<file path="src/tpw_pkg.sv">
package tpw_pkg;
  // register byte offsets
  localparam logic [7:0] TPW_OFS_CHANNEL_CONTROL  = 8'h00;
  localparam logic [7:0] TPW_OFS_FLAGS            = 8'h04;
  localparam logic [7:0] TPW_OFS_DMA_CONFIG       = 8'h08;
  localparam logic [7:0] TPW_OFS_CHANNEL1_PERIOD  = 8'h10;
  localparam logic [7:0] TPW_OFS_CHANNEL1_VALUE   = 8'h14;
  localparam logic [7:0] TPW_OFS_QUEUE_INPUT      = 8'h18;
  localparam logic [7:0] TPW_OFS_CHANNEL2_PERIOD  = 8'h20;
  localparam logic [7:0] TPW_OFS_CHANNEL2_VALUE   = 8'h24;
  // channel_control fields, channel 2 sits one stride above channel 1
  localparam int         TPW_CTL_STRIDE           = 8;
  localparam int         TPW_CTL_ENABLE           = 0;
  localparam int         TPW_CTL_SERIAL           = 1;
  localparam int         TPW_CTL_REPEAT           = 2;
  localparam int         TPW_CTL_IDLE             = 3;
  localparam int         TPW_CTL_INVERT           = 4;
  localparam int         TPW_CTL_QUEUE_SRC        = 5;
  localparam int         TPW_CTL_QUEUE_CLEAR      = 6;
  localparam int         TPW_CTL_MARK_SPACE       = 7;
  localparam logic [15:0] TPW_CTL_WRITE_MASK      = 16'hbfbf;
  // fifo_and_channel_flags fields
  localparam int         TPW_STA_FULL             = 0;
  localparam int         TPW_STA_EMPTY            = 1;
  localparam int         TPW_STA_WERR             = 2;
  localparam int         TPW_STA_RERR             = 3;
  localparam int         TPW_STA_GAP              = 4;
  localparam int         TPW_STA_BUS_SYNC_ERROR             = 8;
  localparam int         TPW_STA_ACTIVE           = 9;
  // reset values, and the dma_config write mask
  localparam logic [31:0] TPW_RST_CONTROL         = 32'h0000_0000;
  localparam logic [31:0] TPW_RST_DMA_CONFIG      = 32'h0000_0707;
  localparam logic [31:0] TPW_DMA_WRITE_MASK      = 32'h8000_ffff;
  localparam logic [31:0] TPW_RST_PERIOD          = 32'h0000_0020;
  localparam logic [31:0] TPW_RST_VALUE           = 32'h0000_0000;
  // serial word length in bits
  localparam logic [31:0] TPW_WORD_BITS           = 32'h0000_0020;
  // writes to one register closer than this many cycles collide
  localparam logic [1:0] TPW_SYNC_GAP_CYCLES      = 2'h3;
endpackage

</file>
<file path="src/tpw_ctrl.sv">
// Operation
// [RL1] enable bit starts and stops each channel
// [RL2] registers and queue writable while channels disabled
// [RL3] mode bit: zero modulation, one serial
// [RL4] serial word sent MSB first, cut or padded
// [RL5] mark/space select, ignored in serial mode
// [RL6] repeat resends last queue word when empty
// [RL7] idle level drives output between and after transfers
// [RL8] polarity bit inverts final channel output
// [RL9] source select picks queue or value register
// [RL10] queue clear writes empty queue, reads zero
// [RL11] full bit 0, empty bit 1 flags
// [RL12] overwrite error on full write, write-one clears
// [RL13] underread error on empty read, write-one clears
// [RL14] gap flag when queue channel starves, not repeating
// [RL15] bus error on too-fast same-register writes
// [RL16] active bit shows channel transmitting
// [RL17] software writes zero to reserved control bits
// [RL18] spread mode accumulates value, emits one on overflow
// [RL19] mark/space: value is mark, period whole length
// [RL20] period resets to 32, sets serial length
// [RL21] shared queue holds eight 32-bit words
// [RL22] mark/space drives mark then idle, repeating; code drives low after the mark whatever the idle bit
`timescale 1ns/100ps
`default_nettype none
module tpw_ctrl
  import tpw_pkg::*;
#(
  parameter int QUEUE_DEPTH = 8
) (
  // clock and reset
  input  wire logic        clk_i,
  input  wire logic        reset_i,
  // peripheral bus slave
  input  wire logic        psel_i,
  input  wire logic        penable_i,
  input  wire logic        pwrite_i,
  input  wire logic [7:0]  paddr_i,
  input  wire logic [31:0] pwdata_i,
  output logic [31:0]      prdata_o,
  output logic             pready_o,
  output logic             pslverr_o,
  // modulated outputs and dma config
  output logic [1:0]       chan_out_o,
  output logic [31:0]      dma_config_o
);
  import tpw_pkg::*;

  localparam int PW = $clog2(QUEUE_DEPTH);

  typedef struct packed {
    logic [15:0]                  ctl;
    logic [31:0]                  dma_config;
    logic [1:0][31:0]             period;
    logic [1:0][31:0]             value;
    logic [QUEUE_DEPTH-1:0][31:0] mem;
    logic [PW-1:0]                wptr;
    logic [PW-1:0]                rptr;
    logic [PW:0]                  count;
    logic                         werr;
    logic                         rerr;
    logic                         bus_sync_error;
    logic [1:0]                   gap;
    logic [1:0]                   active;
    logic [1:0]                   have_last;
    logic [1:0][31:0]             acc;
    logic [1:0][31:0]             pos;
    logic [1:0][31:0]             word;
    logic [1:0]                   out;
    logic [31:0]                  rdata;
    logic                         rerr_bus;
    logic [7:0]                   last_waddr;
    logic [1:0]                   waddr_age;
  } tpw_state_type;

  tpw_state_type s_q;
  tpw_state_type s_d;

  function automatic logic [31:0] read_word(input tpw_state_type s,
                                            input logic [7:0] a);
    logic [31:0] r;
    r = 32'h0000_0000;
    case (a)
      TPW_OFS_CHANNEL_CONTROL: r = {16'h0000, s.ctl};
      TPW_OFS_FLAGS: begin
        r[TPW_STA_FULL]          = (s.count == (PW+1)'(QUEUE_DEPTH)); // RL11
        r[TPW_STA_EMPTY]         = (s.count == '0); // RL11
        r[TPW_STA_WERR]          = s.werr;
        r[TPW_STA_RERR]          = s.rerr;
        r[TPW_STA_GAP +: 2]      = s.gap;
        r[TPW_STA_BUS_SYNC_ERROR]          = s.bus_sync_error;
        r[TPW_STA_ACTIVE +: 2]   = s.active; // RL16
      end
      TPW_OFS_DMA_CONFIG:      r = s.dma_config;
      TPW_OFS_CHANNEL1_PERIOD: r = s.period[0];
      TPW_OFS_CHANNEL1_VALUE:  r = s.value[0];
      TPW_OFS_CHANNEL2_PERIOD: r = s.period[1];
      TPW_OFS_CHANNEL2_VALUE:  r = s.value[1];
      default:                 r = 32'h0000_0000;
    endcase
    return r;
  endfunction

  function automatic logic mapped(input logic [7:0] a);
    logic m;
    m = 1'b0;
    case (a)
      TPW_OFS_CHANNEL_CONTROL, TPW_OFS_FLAGS, TPW_OFS_DMA_CONFIG,
      TPW_OFS_CHANNEL1_PERIOD, TPW_OFS_CHANNEL1_VALUE,
      TPW_OFS_QUEUE_INPUT, TPW_OFS_CHANNEL2_PERIOD,
      TPW_OFS_CHANNEL2_VALUE: m = 1'b1;
      default: m = 1'b0;
    endcase
    return m;
  endfunction

  always_comb begin
    logic        wr;
    logic        en;
    logic        ser;
    logic        rpt;
    logic        idl;
    logic        inv;
    logic        qsrc;
    logic        ms;
    logic        have;
    logic        bitv;
    logic [31:0] p;
    logic [31:0] w;
    logic [32:0] sum;
    logic [PW-1:0] rp;
    logic [PW:0]   cnt;
    logic [1:0]  gap_set;
    logic        rerr_set;
    logic        werr_set;
    logic        bus_sync_error_set;
    s_d      = s_q;
    wr       = psel_i & penable_i & pwrite_i;
    en       = 1'b0;
    ser      = 1'b0;
    rpt      = 1'b0;
    idl      = 1'b0;
    inv      = 1'b0;
    qsrc     = 1'b0;
    ms       = 1'b0;
    have     = 1'b0;
    bitv     = 1'b0;
    p        = 32'h0000_0000;
    w        = 32'h0000_0000;
    sum      = 33'h0_0000_0000;
    rp       = s_q.rptr;
    cnt      = s_q.count;
    gap_set  = 2'h0;
    rerr_set = 1'b0;
    werr_set = 1'b0;
    bus_sync_error_set = 1'b0;

    // channel engines draw from the queue in turn
    for (int i = 0; i < 2; i++) begin
      en   = s_q.ctl[i*TPW_CTL_STRIDE + TPW_CTL_ENABLE];
      ser  = s_q.ctl[i*TPW_CTL_STRIDE + TPW_CTL_SERIAL];
      rpt  = s_q.ctl[i*TPW_CTL_STRIDE + TPW_CTL_REPEAT];
      idl  = s_q.ctl[i*TPW_CTL_STRIDE + TPW_CTL_IDLE];
      inv  = s_q.ctl[i*TPW_CTL_STRIDE + TPW_CTL_INVERT];
      qsrc = s_q.ctl[i*TPW_CTL_STRIDE + TPW_CTL_QUEUE_SRC];
      ms   = s_q.ctl[i*TPW_CTL_STRIDE + TPW_CTL_MARK_SPACE];
      p    = s_q.period[i];
      w    = s_q.word[i];
      have = s_q.active[i];
      if (!en) begin
        // disabled: engine parked, state cleared for a clean restart
        s_d.active[i]    = 1'b0; // RL1
        s_d.pos[i]       = 32'h0000_0000;
        s_d.acc[i]       = 32'h0000_0000; // RL18
        s_d.have_last[i] = 1'b0;
        have             = 1'b0;
      end else if (s_q.pos[i] == 32'h0000_0000) begin
        // period boundary: fetch the next word
        if (!qsrc) begin
          w    = s_q.value[i]; // RL9
          have = 1'b1;
        end else if (cnt != '0) begin
          w                = s_q.mem[rp]; // RL9
          rp               = rp + 1'b1;
          cnt              = cnt - 1'b1;
          have             = 1'b1;
          s_d.have_last[i] = 1'b1;
        end else if (rpt && s_q.have_last[i]) begin
          have = 1'b1; // RL6
        end else begin
          have     = 1'b0;
          rerr_set = 1'b1; // RL13
          if (s_q.active[i] && !rpt) begin
            gap_set[i] = 1'b1; // RL14
          end
        end
        if (p == 32'h0000_0000) begin
          have = 1'b0;
        end
        s_d.word[i] = w;
      end
      if (have) begin
        if (ser) begin
          // msb first, tail past the word length takes the idle level
          if (s_d.pos[i] < TPW_WORD_BITS) begin
            bitv = w[5'd31 - s_q.pos[i][4:0]]; // RL4
          end else begin
            bitv = idl; // RL7 RL20
          end
        end else if (ms) begin
          bitv = (s_q.pos[i] < w); // RL5 RL19 RL22
        end else begin
          sum = {1'b0, s_q.acc[i]} + {1'b0, w}; // RL18
          if (sum >= {1'b0, p}) begin
            bitv       = 1'b1;
            s_d.acc[i] = 32'(sum - {1'b0, p});
          end else begin
            bitv       = 1'b0;
            s_d.acc[i] = sum[31:0];
          end
        end
        // a shrunk period mid-word wraps at once instead of running on
        if (s_q.pos[i] + 32'h0000_0001 >= p) begin
          s_d.pos[i] = 32'h0000_0000; // RL19 RL20
        end else begin
          s_d.pos[i] = s_q.pos[i] + 32'h0000_0001;
        end
      end else begin
        bitv = idl; // RL7
        s_d.pos[i] = 32'h0000_0000;
      end
      s_d.active[i] = have; // RL16
      s_d.out[i]    = bitv ^ inv; // RL8
    end

    // bus write side; all writes accepted whatever the enables
    if (s_q.waddr_age != TPW_SYNC_GAP_CYCLES) begin
      s_d.waddr_age = s_q.waddr_age + 2'h1;
    end
    if (wr) begin
      s_d.last_waddr = paddr_i;
      // age then equals the cycle distance seen by the next write
      s_d.waddr_age  = 2'h1;
      // one clock here, so only same-register writes this close collide
      if (paddr_i == s_q.last_waddr &&
          s_q.waddr_age < TPW_SYNC_GAP_CYCLES) begin
        bus_sync_error_set = 1'b1; // RL15
      end
      case (paddr_i)
        TPW_OFS_CHANNEL_CONTROL: begin
          s_d.ctl = pwdata_i[15:0] & TPW_CTL_WRITE_MASK; // RL2 RL17
          if (pwdata_i[TPW_CTL_QUEUE_CLEAR]) begin
            rp  = s_q.wptr; // RL10
            cnt = '0;
          end
        end
        TPW_OFS_FLAGS: begin
          if (pwdata_i[TPW_STA_WERR]) s_d.werr = 1'b0; // RL12
          if (pwdata_i[TPW_STA_RERR]) s_d.rerr = 1'b0; // RL13
          if (pwdata_i[TPW_STA_BUS_SYNC_ERROR]) s_d.bus_sync_error = 1'b0; // RL15
          s_d.gap = s_q.gap & ~pwdata_i[TPW_STA_GAP +: 2]; // RL14
        end
        TPW_OFS_DMA_CONFIG:      s_d.dma_config = pwdata_i & TPW_DMA_WRITE_MASK;
        TPW_OFS_CHANNEL1_PERIOD: s_d.period[0] = pwdata_i;
        TPW_OFS_CHANNEL1_VALUE:  s_d.value[0]  = pwdata_i;
        TPW_OFS_CHANNEL2_PERIOD: s_d.period[1] = pwdata_i;
        TPW_OFS_CHANNEL2_VALUE:  s_d.value[1]  = pwdata_i;
        TPW_OFS_QUEUE_INPUT: begin
          // full queue drops the word; a same-cycle pop frees no room
          if (s_q.count == (PW+1)'(QUEUE_DEPTH)) begin
            werr_set = 1'b1; // RL12
          end else begin
            s_d.mem[s_q.wptr] = pwdata_i; // RL21
            s_d.wptr          = s_q.wptr + 1'b1;
            cnt               = cnt + 1'b1;
          end
        end
        default: ;
      endcase
    end
    s_d.rptr  = rp;
    s_d.count = cnt;

    // hardware set wins over a write-one clear in the same cycle
    if (werr_set) s_d.werr = 1'b1;
    if (rerr_set) s_d.rerr = 1'b1;
    if (bus_sync_error_set) s_d.bus_sync_error = 1'b1;
    s_d.gap = s_d.gap | gap_set;

    // read data captured in the setup phase, held through access
    if (psel_i && !penable_i) begin
      s_d.rdata    = pwrite_i ? 32'h0000_0000 : read_word(s_q, paddr_i);
      s_d.rerr_bus = ~mapped(paddr_i);
    end
  end

  always_ff @(posedge clk_i or posedge reset_i) begin
    if (reset_i) begin
      s_q            <= '0;
      s_q.ctl        <= TPW_RST_CONTROL[15:0];
      s_q.dma_config       <= TPW_RST_DMA_CONFIG;
      s_q.period[0]  <= TPW_RST_PERIOD; // RL20
      s_q.period[1]  <= TPW_RST_PERIOD;
      s_q.value[0]   <= TPW_RST_VALUE;
      s_q.value[1]   <= TPW_RST_VALUE;
      s_q.waddr_age  <= TPW_SYNC_GAP_CYCLES;
    end else begin
      s_q <= s_d;
    end
  end

  assign prdata_o     = s_q.rdata;
  assign pready_o     = 1'b1;
  assign pslverr_o    = psel_i & penable_i & s_q.rerr_bus;
  assign chan_out_o   = s_q.out;
  assign dma_config_o = s_q.dma_config;
endmodule
`default_nettype wire

</file>
<file path="config.mk">
export PLATFORM = sky130hd
export DESIGN_NAME = tpw_ctrl
export DESIGN_NICKNAME = d
export VERILOG_FILES = /design/src/tpw_pkg.sv /design/src/tpw_ctrl.sv
export SDC_FILE = /design/constraint.sdc
export NUM_CORES = 2
export LEC_CHECK = 0
export CAP_MARGIN = 20
export CORE_ASPECT_RATIO = 2
export CORE_MARGIN = 4
export CORE_UTILIZATION = 59
export CTS_BUF_LIST = sky130_fd_sc_hd__clkbuf_4 sky130_fd_sc_hd__clkbuf_8 sky130_fd_sc_hd__clkbuf_16
export CTS_CLUSTER_DIAMETER = 200
export DETAILED_ROUTE_END_ITERATION = 6
export DONT_BUFFER_PORTS = 1
export PLACE_DENSITY = 0.84
export SYNTH_ARGS = -nofsm -noshare
export SYNTH_HDL_FRONTEND = slang
export SYNTH_SLANG_ARGS = --single-unit
</file>
<file path="constraint.sdc">
create_clock -name clk_i -period 18.3 [get_ports clk_i]
set_clock_uncertainty 0.05 [all_clocks]
set_input_delay 0.915 -clock clk_i [delete_from_list [all_inputs] [get_ports clk_i]]
set_output_delay 0.915 -clock clk_i [all_outputs]
set_load 0.02 [all_outputs]
</file>
---- After elaboration in Yosys (flattened, before gate mapping) ----
Cells that the tools add are included.
word-level totals
  bits in latches ......................... 0
  memory bits (read-only) ................. 0
  bits in writable memories ............... 0
  memories ................................ 0
  bits of input ports ..................... 45
  register bits after elaboration ......... 671
operators by class
  mux-type cells .......................... 132
  multiply operators ...................... 0
  order comparisons ....................... 15
  equality and inequality tests ........... 16
  shift operators ......................... 0
  div/mod/pow operators ................... 0
  reduce and logical (&&, ||, !) cells .... 41
  $add $sub $neg .......................... 15
  bitwise gates (word level) .............. 10
operator list
  operator                                                      number
  two-way mux 32 bit                                            28
  bitwise mux 256 bit                                           1
  binary-select mux 32 bit (select 3 bit)                       2
  zero test 32 bit                                              4
  one-hot mux 21 bit (6 select lines)                           1
  demux 32 bit (select 3 bit)                                   1
  two-way mux 1 bit                                             67
  adder 32 x 32 -> 33 bit                                       2
  >= comparator 33 x 32 -> 1 bit                                2
  adder 32 x 1 -> 32 bit (second input constant)                2
  >= comparator 32 bit                                          2
  less-than comparator 32 bit                                   2
  less-than comparator 32 x 6 -> 1 bit (second input constant)  2
  subtractor 32 bit                                             2
  two-way mux 4 bit                                             11
  one-hot mux 6 bit (7 select lines)                            1
  two-way mux 3 bit                                             11
  == test 8 x 5 -> 1 bit (second input constant)                3
  one-hot mux 3 bit (7 select lines)                            1
  nonzero test 2 bit                                            10
  AND reduction 3 bit                                           6
  == test 8 x 6 -> 1 bit (second input constant)                2
  less-than comparator 3 x 4 -> 1 bit (second input constant)   3
  less-than comparator 5 x 6 -> 1 bit (second input constant)   2
  31 further kinds                                              61

---- Logic depth before layout (Yosys ltp) ----
  word-level depth ........................ 18
  gate-level depth with buffers ........... 45
  gate-level depth less buffers ........... 38

---- Worst setup path after synthesis ----
No wires, ideal clock.
  kind .................................... reg2reg
  start ................................... register s_q[110] (netlist name)
  end ..................................... register s_q[227] (netlist name)
  setup slack ............................. 9997 ps
  buffers on the path ..................... 8
  data required time ...................... 18167 ps
  library setup time ...................... 83 ps
  stages on the path, launching flop included .. 44
  arrival time ............................ 8170 ps
  cells stage by stage .................... dfrtp_1 clkbuf_1 inv_1 ha_1 nor4b_4 and4_1 buf_4 nand3_4 buf_2 xnor2_1 ha_1 nand2_1 o22ai_2 nand2b_1 clkbuf_1 clkbuf_1 a31oi_1 nand3_1 (+8 left out) o211ai_1 o2111ai_1 a31oi_1 nor2b_1 o21a_1 or3_1 and2_1 ha_1 nand4_1 nor4_1 nand4_1 o21ai_0 a221o_1 clkbuf_1 buf_2 buf_2 o21ai_0 o21ai_0
RTL lines
  item                line            RTL
  start: declaration  tpw_ctrl.sv:76  tpw_state_type s_q;

==> impl_results.md <==
- Largest net degree at the start of global routing: approximately 180
- Later-pin clock latency in the skew report: around 0.67 ns
- Seq cells post-synth: between 600 and 700
- Worst Hold End: s_q[9]$_DFFE_PP0P_
- Synth warnings: 0
- Row cnt: 139
- Grt ovf: 0
- IO Pins: 113
- Die W: around 200 um
- CP arrival: approximately 11 ns
- Core footprint: around 72000 sq um
- Slowest cell on crit path: nand2b_1
- Die Height: 390.0 um
- Port Buffer Count: 0
- Period utilisation layout: between 50% and 60%
- GPL Wtd Cong: approximately 1.1
- CTS Sinks: roughly 670
- Clock power share: ~22%
- Violated checks: design-rule violations
- Internal power: approximately 3.4 mW
- Hold Crit Start: paddr_i[7]
- Setup Viol. Count Final: 0
- R2R setup slack: a little under 8 ns
- Startpoint Class: register
- Post-synth EDFFs: 0
- PD cells: between 100 and 150 nW/um^2
- Routed WL per cell: 29.35 um
- CTS Root Buffer Type: clkbuf_16
- Post-CTS setup buffers: 0
- Max VDD drop: around 0.11 mV
- Final Hold Vio Count: 0
- Avg Cell Area, Syn: 9.834 sq um
- Top cells by area in the synthesized netlist: dfrtp_1 (38%), mux2_2 (9.3%), ha_1 (7.7%), nand2_1 (4.9%), mux4_2 (4.0%)
- Share of layout cells above drive strength 1: about 16%
- CTS resizes: 0
- Crit path kind: reg -> reg
- Residual DRC: 5
- NetSw: about 2.7 mW
- Leakage power: between 20 and 25 nW
- First-pass GRT wire length: between 200000 and 250000 um
- CP startpoint: s_q[110]$_DFF_PP0_
- Outcome: complete, but fails checks
- Vias in the first global route: about 37000
- Combinational Power Share: about 50%
- Synth Flop Type: dfrtp_1
- Design area: ~45000 sq um
- DP HPWL: ~110000 um
- RSZ-0062 raised after global routing: false
- DR vias: between 30000 and 40000
- Worst-Margin Slew: 1.229 ns
- Maximum clock rate: approximately 95 MHz
- Fin crit period: between 10 and 15 ns
- Post-CTS Hold Fix Bufs: 0
- CTS buffer count: 60
- Initial antenna violation count: 7
- CP endpoint kind: register
- Total of max-cap violations: 0
- Cell taking the most area after synthesis: dfrtp_1
- Initial core utilization: 59.79%
- Routed WL: around 150000 um
- Synth top area share: between 30% and 40%
- # H-tree levels: 2
- Syn-to-layout area delta: 5.603%
- Critical R2R Capture: chan_out_o[1]$_DFF_PP0_
- Critical R2R Launch: s_q[110]$_DFF_PP0_
- Relative max-transition margin: 18.06%
- Worst r2r path cells: 37
- Sequential area share after synthesis: ~39%
- Drt initial violations: slightly above 4000
- Placement Cell Area: about 43000 sq um
- Setup TNS: 0 ns
- Final net count: between 4000 and 5000
- CTS tree: done
- Worst EP required: ~19 ns
- Hold WC Path Type: in -> reg
- Peak per-stage delay on the critical path: about 0.8 ns
- Syn Inst Count: 4378
- Most common cell on crit path: ha_1
- Crit Path Max Fanout: 40
- Hold Crit Depth: 2
- Post-route ant nets: 0
- DRT Pass-1 Iters: 7
- Clock Tree Buf Depth: 3
- Synthesized area: ~43000 sq um
- Clk slew on worst S/H paths: 0.07 ns
- FFs w/ async S/R, synth: between 90% and 100%
- Die footprint: approximately 78000 sq um
- Slew Viols, Final: 0
- Netlist cell types: 94
- All-layer global routing usage: between 30 and 40%
- Register share of total power: 28.0%
- Via/cell ratio: between 7 and 8
- Sw Share: a little over two fifths
==> Yosys cell counts, types with 10 or more instances <==
cell type and count:
a21oi_1 156, nand2_1 557, xor2_1 50, o211ai_1 19, nor3_1 42, o21ai_0 303
a21o_1 86, dfrtp_1 661, buf_2 34, mux4_2 76, a31oi_1 33, nand3_1 177
mux2_2 354, nor2_1 144, clkbuf_1 168, o22ai_1 12, a32oi_1 11, or3_1 18
and3_1 33, nor4_1 32, dfstp_2 10, and4_1 12, a211oi_1 16, buf_1 25
nand2b_1 42, o21ai_1 15, a221oi_1 23, mux2i_1 118, o21bai_1 13, and2_1 17
a222oi_1 31, a22o_1 24, ha_1 265, a22oi_1 72, inv_1 190, buf_4 75
nand4_1 51, nor2b_1 116, xnor2_1 127, o21a_1 34
==> per-stage QoR <==
stage | util, % | hold slack [ns] | setup WS [ns] | power [mW] | instances
2_1_floorplan | - | 0.3914 | 8.167 | 3.936 | 4392
3_3_place_gp | 60.05 | 0.4077 | 8.317 | 4.652 | 5050
3_5_place_dp | 60.05 | 0.4185 | 7.991 | 4.721 | 5050
4_1_cts | 62.88 | 0.3011 | 7.986 | 6.048 | 5163
5_1_grt | 63.14 | 0.3113 | 7.322 | 6.438 | 5174
6_report | 63.14 | 0.3162 | 7.776 | 6.132 | 5175
==> registers in the layout, summed over array words and instances, names as in the netlist <==
register	cells
dma_config_o	17
prdata_o	32
chan_out_o	2
s_q	620
==> routing by layer <==
layer | vias to the layer above | GRT usage (%) | part of all wire, %
li1 | 15370 | - | -
met1 | 17680 | 37.69 | 30
met2 | 2331 | 62.90 | 48
met3 | 1008 | 12.09 | 9.6
met4 | 6 | 38.34 | 13
met5 | - | 0 | 0.027
==> cell type report <==
| cell class | instances | area, sq um |
|---|---|---|
| Fill cell | 5685 | 26540 |
| Tap cell | 916 | 1146 |
| Antenna cell | 1 | 2.502 |
| Timing Repair Buffer | 61 | 568.0 |
| Multi-Input combinational cell | 3221 | 24180 |
| Inverter | 192 | 724.4 |
| Clock buffer | 73 | 1630 |
| Sequential cell | 671 | 16810 |
| Clock inverter | 40 | 405.4 |
==> kinds of logic (layout without fill, tap and decap cells) <==
kind of cell / after synthesis / count (layout) / synth area share (%)
buffers and inverters: 500 / 366 / 5.217
AND/OR/NAND/NOR: 1280 / 1280 / 14.25
flip-flops: 671 / 671 / 39.03
AO/OA/AOI/OAI: 930 / 930 / 14.00
XOR/XNOR: 177 / 177 / 3.601
multiplexers: 549 / 549 / 16.00
other: 2 / 17 / 0.01744
adder cells (fa/ha/maj): 269 / 269 / 7.887
==> worst max-delay path, delay by kind of cell (launching register included) <==
kind / cells / cell delay, ns
AO/OA/AOI/OAI: 13 / 3.68
XOR/XNOR: 2 / 0.55
adder cells (fa/ha/maj): 4 / 1.01
buffers and inverters: 2 / 0.71
flip-flops: 1 / 0.51
AND/OR/NAND/NOR: 16 / 3.87
==> power groups by stage <==
stage | clock network (mW) | logic, mW | registers (mW)
floorplan | 0 | 2.27 | 1.67
global placement | 0 | 2.91 | 1.74
detailed placement | 0 | 2.98 | 1.74
CTS | 1.33 | 3.00 | 1.71
global route | 1.40 | 3.31 | 1.73
finish | 1.33 | 3.08 | 1.72
==> worst max path at each step <==
stage | to | slack, ns | cells past startpoint
2_1_floorplan | chan_out_o[0]$_DFF_PP0_ | 8.17 | 1
3_3_place_gp | chan_out_o[1]$_DFF_PP0_ | 8.32 | 37
3_5_place_dp | chan_out_o[1]$_DFF_PP0_ | 7.99 | 35
4_1_cts | chan_out_o[1]$_DFF_PP0_ | 7.99 | 35
5_1_grt | chan_out_o[1]$_DFF_PP0_ | 7.32 | 34
6_report | chan_out_o[1]$_DFF_PP0_ | 7.78 | 37
==> cell usage in the layout (no fill, tap or decap), drive strengths merged, types with 24 or more instances in the layout <==
| cell type | count |
|---|---|
| a21o | 86 |
| a21oi | 156 |
| a222oi | 31 |
| a22o | 24 |
| a22oi | 72 |
| a31oi | 33 |
| and3 | 33 |
| buf | 60 |
| clkbuf | 73 |
| dfrtp | 661 |
| ha | 265 |
| inv | 197 |
| mux2 | 355 |
| mux2i | 118 |
| mux4 | 76 |
| nand2 | 558 |
| nand2b | 42 |
| nand3 | 178 |
| nand4 | 52 |
| nor2 | 145 |
| nor2b | 116 |
| nor3 | 44 |
| nor4 | 37 |
| o21a | 34 |
| o21ai | 319 |
| xnor2 | 127 |
| xor2 | 50 |
No activity file was read; power rests on OpenSTA's default activity.
